<file path="src/core/adc_ctrl_pkg.sv">
package adc_ctrl_pkg;

  // ****************************************************************
  // register map (byte addresses, 32-bit words)
  // ****************************************************************
  localparam logic [31:0] CTRL_OFF = 32'hffff0500;
  localparam logic [31:0] CHAN_OFF = 32'hffff0504;
  localparam logic [31:0] STAT_OFF = 32'hffff050c;
  localparam logic [31:0] DATA_OFF = 32'hffff0510;
  localparam logic [31:0] DAC_OFF  = 32'hffff061c;

  // ****************************************************************
  // converter_control fields
  // ****************************************************************
  localparam int CONV_LSB = 0;   // 3 bits, conversion type
  localparam int MODE_LSB = 3;   // 2 bits, input mode
  localparam int EN_BIT   = 5;   // converter enable
  localparam int ACQ_LSB  = 8;   // 2 bits, acquisition clocks = 2 << code
  localparam int DIV_LSB  = 10;  // 3 bits, divider = 1 << code

  localparam logic [1:0] MODE_SINGLE = 2'h0;
  localparam logic [1:0] MODE_DIFF   = 2'h1;
  localparam logic [1:0] MODE_PSEUDO = 2'h2;
  localparam logic [2:0] CONV_ONCE   = 3'h3;
  localparam logic [2:0] CONV_CONT   = 3'h4;

  // ****************************************************************
  // reset values and data word layout
  // ****************************************************************
  localparam logic [15:0] CTRL_RESET = 16'h0600;
  localparam logic [4:0]  CHAN_RESET = 5'h00;
  localparam logic [31:0] DATA_RESET = 32'h0000_0000;
  localparam logic [31:0] DAC_RESET  = 32'h0000_0000;
  localparam int RES_LSB  = 16;
  localparam int RES_MSB  = 27;
  localparam int SIGN_LSB = 28;
  localparam int STAT_DONE_BIT = 0;
  localparam int STAT_BUSY_BIT = 1;

  // ****************************************************************
  // timing, in converter clocks
  // ****************************************************************
  localparam logic [7:0] EXTRA_CLKS    = 8'h13;  // 19: bit trials and write
  localparam logic [7:0] TEMP_ACQ_CLKS = 8'h10;  // 16
  localparam logic [2:0] TEMP_DIV_CODE = 3'h5;   // divide by 32
  localparam logic [4:0] TEMP_CHAN     = 5'h10;
  localparam logic [4:0] BUF_DAC_CHAN  = 5'h03;

  typedef enum logic [1:0] {
    ST_IDLE = 2'b00,
    ST_ACQ  = 2'b01,
    ST_CONV = 2'b11
  } conv_st_t;

  function automatic logic [7:0] acq_clocks(input logic [1:0] code);
    acq_clocks = 8'h02 << code;
  endfunction

  function automatic logic [7:0] div_ratio(input logic [2:0] code);
    div_ratio = 8'h01 << code;
  endfunction

endpackage

</file>
<file path="src/core/adc_result_ctrl.sv">
// Overview of operation
// - each 12-bit result sits in bits 16 to 27 of the 32-bit data word.
// - in fully differential mode the four bits above the result hold copies of its sign; in the other modes they are zero.
// - in fully differential mode the result is two's complement.
// - in pseudo differential and single-ended mode the result is straight binary.
// - the dac output word uses the same bit placement as the result.
// - software picks the clock divider and acquisition clocks in converter_control.
// - after reset acquisition is eight converter clocks and the divider is 2.
// - every conversion adds 19 converter clocks for bit trials and result write.
// - the temperature channel forces 16 acquisition clocks and a divider of 32.
// - after the temperature channel the programmed timing applies again.
// - converter_control enables the converter, picks input mode and conversion type.
// - on the reduced variant the fourth dac buffer feeds the buffered input channel.
//
// The APB interface to the registers was left to the implementer.
`timescale 1ns/10ps
`default_nettype none

module adc_result_ctrl
  import adc_ctrl_pkg::*;
#(
  parameter logic REDUCED_VARIANT = 1'b0
) (
  input  wire logic        pclk,
  input  wire logic        presetn,
  input  wire logic        psel,
  input  wire logic        penable,
  input  wire logic        pwrite,
  input  wire logic [31:0] paddr,
  input  wire logic [31:0] pwdata,
  output var  logic [31:0] prdata,
  output var  logic        pready,
  output var  logic        pslverr,
  input  wire logic [11:0] sar_result,
  output var  logic        converter_on,
  output var  logic        conv_tick,
  output var  logic        acquire,
  output var  logic        bit_trial,
  output var  logic        conv_done,
  output var  logic [4:0]  chan_sel,
  output var  logic [1:0]  input_mode,
  output var  logic [11:0] dac_code,
  output var  logic        buffered_dac_input_channel
);
  import adc_ctrl_pkg::*;

  // ****************************************************************
  // state
  // ****************************************************************
  typedef struct packed {
    logic [15:0] converter_control;
    logic [4:0]  chan;
    logic [31:0] dac_output_word;
    logic [31:0] data;
    logic        done;
    conv_st_t    st;
    logic [7:0]  div_cnt;
    logic [7:0]  clk_cnt;
    logic        temp;
    logic        finish;
    logic [31:0] rdata;
    logic        err;
  } state_t;

  localparam state_t RESET_STATE = '{
    converter_control: CTRL_RESET,
    chan:              CHAN_RESET,
    dac_output_word:   DAC_RESET,
    data:              DATA_RESET,
    done:              1'b0,
    st:                ST_IDLE,
    div_cnt:           8'h00,
    clk_cnt:           8'h00,
    temp:              1'b0,
    finish:            1'b0,
    rdata:             32'h0000_0000,
    err:               1'b0
  };

  state_t      cur_r;
  state_t      cur_nxt;
  logic        setup;
  logic        access;
  logic        wr_ctrl;
  logic        rd_data;
  logic        enabled;
  logic        diff_mode;
  logic [2:0]  conv_type;
  logic [2:0]  eff_div;
  logic [7:0]  acq_n;
  logic        tick;
  logic        start;
  logic        last_trial;
  logic [31:0] fmt_word;

  // the core delivers offset binary; differential mode flips the msb
  function automatic logic [31:0] format_word(input logic [11:0] raw,
                                              input logic        diff);
    logic [11:0] code;
    logic        sign;
    code = diff ? {~raw[11], raw[10:0]} : raw;
    sign = diff & code[11];
    format_word = {{4{sign}}, code, 16'h0000};
  endfunction

  // ****************************************************************
  // decode of control and timing
  // ****************************************************************
  assign enabled   = cur_r.converter_control[EN_BIT];
  assign diff_mode = cur_r.converter_control[MODE_LSB +: 2] == MODE_DIFF;
  assign conv_type = cur_r.converter_control[CONV_LSB +: 3];
  // the temperature override lives only for the conversion that latched it
  assign eff_div   = cur_r.temp ? TEMP_DIV_CODE
                                : cur_r.converter_control[DIV_LSB +: 3];
  assign acq_n     = cur_r.temp ? TEMP_ACQ_CLKS
                                : acq_clocks(cur_r.converter_control[ACQ_LSB +: 2]);
  assign tick      = (cur_r.st != ST_IDLE) &&
                     (cur_r.div_cnt == div_ratio(eff_div) - 8'h01);
  // a conversion whose enable has just dropped must not land its result
  assign last_trial = (cur_r.st == ST_CONV) && tick && enabled &&
                      (cur_r.clk_cnt == EXTRA_CLKS - 8'h01);
  assign fmt_word  = format_word(sar_result, diff_mode);

  assign setup   = psel & ~penable;
  assign access  = psel & penable;
  assign wr_ctrl = access & pwrite & ~cur_r.err & (paddr == CTRL_OFF);
  assign rd_data = access & ~pwrite & ~cur_r.err & (paddr == DATA_OFF);

  // a one-shot starts on the write that asks for it; continuous restarts itself
  assign start = (cur_r.st == ST_IDLE) &&
                 ((wr_ctrl && pwdata[EN_BIT] && pwdata[CONV_LSB +: 3] == CONV_ONCE) ||
                  (!wr_ctrl && enabled && conv_type == CONV_CONT));

  // ****************************************************************
  // next state
  // ****************************************************************
  always_comb begin
    cur_nxt = cur_r;
    cur_nxt.finish = 1'b0;

    // bus: decode in the setup phase so data is ready with zero wait states
    if (setup) begin
      cur_nxt.err   = 1'b0;
      cur_nxt.rdata = 32'h0000_0000;
      case (paddr)
        CTRL_OFF: cur_nxt.rdata = {16'h0000, cur_r.converter_control};
        CHAN_OFF: cur_nxt.rdata = {27'h0000000, cur_r.chan};
        STAT_OFF: begin
          cur_nxt.rdata[STAT_DONE_BIT] = cur_r.done;
          cur_nxt.rdata[STAT_BUSY_BIT] = cur_r.st != ST_IDLE;
          cur_nxt.err = pwrite;
        end
        DATA_OFF: begin
          cur_nxt.rdata = cur_r.data;
          cur_nxt.err = pwrite;
        end
        DAC_OFF:  cur_nxt.rdata = cur_r.dac_output_word;
        default:  cur_nxt.err = 1'b1;
      endcase
    end

    if (access && pwrite && !cur_r.err) begin
      case (paddr)
        CTRL_OFF: cur_nxt.converter_control = pwdata[15:0];
        CHAN_OFF: cur_nxt.chan = pwdata[4:0];
        // keep only the sign and result fields, as in the data word
        DAC_OFF:  cur_nxt.dac_output_word = {pwdata[31:RES_LSB], 16'h0000};
        default:  cur_nxt.chan = cur_r.chan;
      endcase
    end

    // reading the result clears done; a finish in the same cycle wins
    if (rd_data) begin
      cur_nxt.done = 1'b0;
    end

    // divider only runs while a conversion is in flight
    if (cur_r.st == ST_IDLE || tick) begin
      cur_nxt.div_cnt = 8'h00;
    end else begin
      cur_nxt.div_cnt = cur_r.div_cnt + 8'h01;
    end

    case (cur_r.st)
      ST_IDLE: begin
        if (start) begin
          cur_nxt.st      = ST_ACQ;
          cur_nxt.clk_cnt = 8'h00;
          cur_nxt.temp    = cur_r.chan == TEMP_CHAN;
        end
      end
      ST_ACQ: begin
        if (tick) begin
          if (cur_r.clk_cnt == acq_n - 8'h01) begin
            cur_nxt.st      = ST_CONV;
            cur_nxt.clk_cnt = 8'h00;
          end else begin
            cur_nxt.clk_cnt = cur_r.clk_cnt + 8'h01;
          end
        end
      end
      ST_CONV: begin
        if (last_trial) begin
          cur_nxt.st      = ST_IDLE;
          cur_nxt.clk_cnt = 8'h00;
          cur_nxt.data    = fmt_word;
          cur_nxt.done    = 1'b1;
          cur_nxt.finish  = 1'b1;
          cur_nxt.temp    = 1'b0;
        end else if (tick) begin
          cur_nxt.clk_cnt = cur_r.clk_cnt + 8'h01;
        end
      end
      default: begin
        cur_nxt.st = ST_IDLE;
      end
    endcase

    // dropping enable abandons a conversion without touching the result
    if (!enabled && cur_r.st != ST_IDLE) begin
      cur_nxt.st      = ST_IDLE;
      cur_nxt.clk_cnt = 8'h00;
      cur_nxt.temp    = 1'b0;
    end
  end

  always_ff @(posedge pclk or negedge presetn) begin
    if (!presetn) begin
      cur_r <= RESET_STATE;
    end else begin
      cur_r <= cur_nxt;
    end
  end

  // ****************************************************************
  // outputs
  // ****************************************************************
  assign prdata       = cur_r.rdata;
  assign pready       = 1'b1;
  assign pslverr      = access & cur_r.err;
  assign converter_on = enabled;
  assign conv_tick    = tick;
  assign acquire      = cur_r.st == ST_ACQ;
  assign bit_trial    = cur_r.st == ST_CONV;
  assign conv_done    = cur_r.finish;
  assign chan_sel     = cur_r.chan;
  assign input_mode   = cur_r.converter_control[MODE_LSB +: 2];
  assign dac_code     = cur_r.dac_output_word[RES_MSB:RES_LSB];
  // limitation: only the reduced variant has the internal route
  assign buffered_dac_input_channel = REDUCED_VARIANT &&
                                      (cur_r.chan == BUF_DAC_CHAN);

  // ****************************************************************
  // checks
  // ****************************************************************
  logic        raw_msb;
  logic [11:0] wr_field;
  logic        dac_wr;
  assign raw_msb  = sar_result[11];
  assign wr_field = pwdata[RES_MSB:RES_LSB];
  assign dac_wr   = access & pwrite & ~cur_r.err & (paddr == DAC_OFF);
endmodule // adc_result_ctrl

`default_nettype wire

</file>
<file path="config.mk">
export PLATFORM = sky130hd
export DESIGN_NAME = adc_result_ctrl
export DESIGN_NICKNAME = d
export VERILOG_FILES = /design/src/core/adc_ctrl_pkg.sv /design/src/core/adc_result_ctrl.sv
export SDC_FILE = /design/constraint.sdc
export NUM_CORES = 1
export LEC_CHECK = 0
export BUFFER_PORTS_ARGS = -buffer_cell sky130_fd_sc_hd__buf_2
export CAP_MARGIN = 20
export CORE_MARGIN = 2
export CORE_UTILIZATION = 30
export DETAILED_ROUTE_END_ITERATION = 8
export GPL_TIMING_DRIVEN = 0
export HOLD_SLACK_MARGIN = 0.1
export PLACE_DENSITY = 0.5
export SLEW_MARGIN = 20
export SYNTH_ARGS = -nofsm -noshare
export SYNTH_HDL_FRONTEND = slang
export SYNTH_SLANG_ARGS = --single-unit
</file>
<file path="constraint.sdc">
create_clock -name pclk -period 4.4 [get_ports pclk]
set_clock_uncertainty 0.15 [all_clocks]
set_input_delay 0.44 -clock pclk [delete_from_list [all_inputs] [get_ports pclk]]
set_output_delay 0.44 -clock pclk [all_outputs]
set_load 0.1 [all_outputs]
</file>
==> results.md <==
* Placed cells at 890
* Drt first pass iters at 4
* Leakage power at 3.41 nW
* DR DRC count at 0
* Slew @ Worst Pin at 0.722 ns
* Outcome: finished, final reports clean
* GRT overflow at 0
* Pwr Density at 293 nW/um2
* Post-synth top area cell: dfrtp_1
* F_max at 244 MHz
* Synth async-reset ratio at 1.00
* 1st-iter DRT viols at 160
* Routed WL per cell at 15.3 um
* Worst-path fanout max at 9
* Worst Hold Class: in2reg
* Port Buffers at 137
* Highest metal used: met4
* Post-synthesis cell type count at 63
* CTS buffer count at 9
* R2R setup slack at 0.54 ns
* Crit path cell chain: buf_6, or4_4, ha_1, or4bb_1, a31oi_1, xnor2_1, nand3_1, nor2_1, buf_2
* Starting Density at 0.304
* Layout area overhead at 23.9%
* Setup crit end kind: primary output
* Sequential cell area at 2610 um2
* Final Wtd Congestion at 0.780
* Vias per cell at 4.75
* Maximum Capacitance Violations at 0
* Htree depth at 3
* Post-layout net count at 765
* Die Y at 139 um
* Dpl ws at 0.575 ns
* Post-route insts no fill at 907
* Number of synthesized register bits at 104
* Required @ worst endpoint at 3.81 ns
* # fillers at 1831
* Die area at 19300 um2
* Skew-Pair Late Insertion Delay at 0.36 ns
* Fin util at 0.377
* Multi-input logic area at 2300 um2
* Max-slew violation count at 0
* CTS root buffer: clkbuf_16
* CP max stage delay at 0.50 ns
* Sinks on Clock Net at 104
* First-pass GRT wire length at 23400 um
* Postcts setup bufs at 0
* Post-synth top area share at 0.469
* Clock transition at path regs at 0.07 ns
* PostCTS Resize Cnt at 0
* Post-Route M1 WL at 6100 um
* CTS tree: yes
* Met3 wire length at 794 um
* GRT Overall Usage at 0.151
* RSZ-0062 raised after global routing: false
* Total wire length at 13900 um
* Critical-path top delay cell: or4bb_1
* Core area at 17900 um2
* Setup-failing EPs final at 0
* I/O pins at 140
* Met2 Wirelength at 6840 um
* Post-synthesis cell area at 5450 um2
* Cell count after synthesis at 523
* Data arrival, critical path at 3.51 ns
* Share of layout cells above drive strength 1 at 0.388
* Site Rows at 49
* Top_reg_cell synth: dfrtp_1
* Ys Warns at 0
* Worst rel slew slack at 0.514
* Critical path type: reg2out
* Largest net degree at the start of global routing at 70
* CP Launch Type: register
* Setup_tns at 0 ns
* Post-synth EDFFs at 0
* Number of global-route vias before repair at 4535
* ANT cells at 0
* Syn Area/Cell at 10.4 um2
* Final Critical Period at 4.10 ns
* CTS Buffer Depth at 2
* Area contributors post-synth: dfrtp_1, mux2_2, buf_4, nand2_1, nor2_1
* Syn nets at 615
* Worst IR drop on VDD at 0.195 mV
* Hold slack at 0.140 ns
* Final worst slack at 0.301 ns
* Die W at 139 um
* Initial antenna violation count at 0
* Via count at 4310
* Final ANT Viol Nets at 0
* Dpl hpwl at 10500 um
* Final Hold Violating Endpoints at 0
* Sequential fraction of the synthesis area at 0.478
* Fin crit share at 0.932
-- timing repair --
action,4_1_cts,5_1_grt
endpoints found under the hold margin,34,0
setup endpoints to repair,0,0
hold buffers,1,0
-- flip-flops by register name (all words and copies together), names as in the netlist --
name / cells
chan_sel: 5
cur_r: 48
prdata: 32
converter_on: 1
conv_type: 3
conv_done: 1
input_mode: 2
dac_code: 12
-- per-stage QoR --
step / total power [mW] / area (um2)
after CTS: 2.02 / 6740
final: 1.98 / 6750
after global routing: 2.07 / 6750
after floorplan: 1.15 / 5450
after detailed placement: 1.23 / 6450
after global placement: 1.23 / 6420
-- Yosys cell counts (all sizes together), types with 2 or more instances --
cell     instances
nor4             7
or3              8
conb             2
nor3             4
a22o            17
xor2             4
a21oi            9
o21ai           17
buf             59
mux2i            5
a221oi          12
nand2b           4
nor4b            2
o31ai            2
or4              4
clkbuf          20
nor2            49
o21bai           6
nor2b            9
xnor2            9
inv              9
nand2           56
nand4            4
ha              11
and3             9
o41ai            4
nor4bb           2
nand4b           5
a22oi            2
mux2            40
dfrtp          102
nand3            8
dfstp            2
a2111oi          2
-- worst max-delay path, delay by kind of cell (launching register included) --
family | cells | cell delay [ns]
simple gates | 4 | 1.46
buf+inv | 2 | 0.63
flops | 1 | 0.37
compound gates | 1 | 0.30
fa+ha+maj | 1 | 0.25
xor+xnor | 1 | 0.16
-- placed cells by master, fill, tap and decap left out, types with 5 or more instances in the layout --
master     Yosys  final
a21oi_1        8      8
and3_1         9      9
dfrtp_1      102    102
nand2_1       56     56
clkbuf_16      0      9
mux2_2        38     38
xnor2_1        9      9
buf_2          2    138
nor4_1         5      5
clkbuf_1      20     21
nor2_1        49     49
inv_1          9      9
a22o_1        17     17
nor2b_1        9      9
o21ai_0       16     16
nand3_1        8      8
or3_1          8      8
ha_1          11     11
buf_4         54     54
nand4b_1       5      5
a221oi_1      12     12
o21bai_1       6      6
-- final timing paths --
| path | start | endpoint | cells after the start |
|---|---|---|---|
| max | cur_r[133] | conv_tick | 9 |
| min | sar_result[9] | cur_r[79] | 3 |
| max reg2reg | cur_r[133] | cur_r[51] | 11 |
| min reg2reg | cur_r[73] | cur_r[73] | 2 |
| max in group asynchronous | presetn | cur_r[132] | 3 |
| min in group asynchronous | presetn | dac_code[1] | 2 |
-- cell families after synthesis --
group           after synthesis  share of synthesized area
simple gates                179                      0.169
flops                       104                      0.478
buf+inv                      88                      0.101
compound gates               81                      0.111
mux                          45                     0.0932
xor+xnor                     13                     0.0209
fa+ha+maj                    11                     0.0253
other cells                   2                    0.00138
-- power breakdown --
group	internal, mW	switching, mW	leakage (nW)	total (mW)
logic	0.0679	0.169	1.93	0.237
registers	0.968	0.00678	1.35	0.975
clock network	0.392	0.373	0.135	0.765
-- layer usage --
layer	GRT usage	up-vias
li1	-	2092
met1	0.188	2105
met2	0.259	103
met3	0.0421	10
met4	0.0377	0
met5	0	-
-- cell type report --
type | instances | area share
sequential | 104 | 0.386
multi-input combinational | 331 | 0.340
timing repair buffer | 139 | 0.108
buffer | 79 | 0.0766
tap | 229 | 0.0425
clock buffer | 10 | 0.0339
clock inverter | 6 | 0.00742
inverter | 9 | 0.00501
Power figures use the tool's default switching activity.
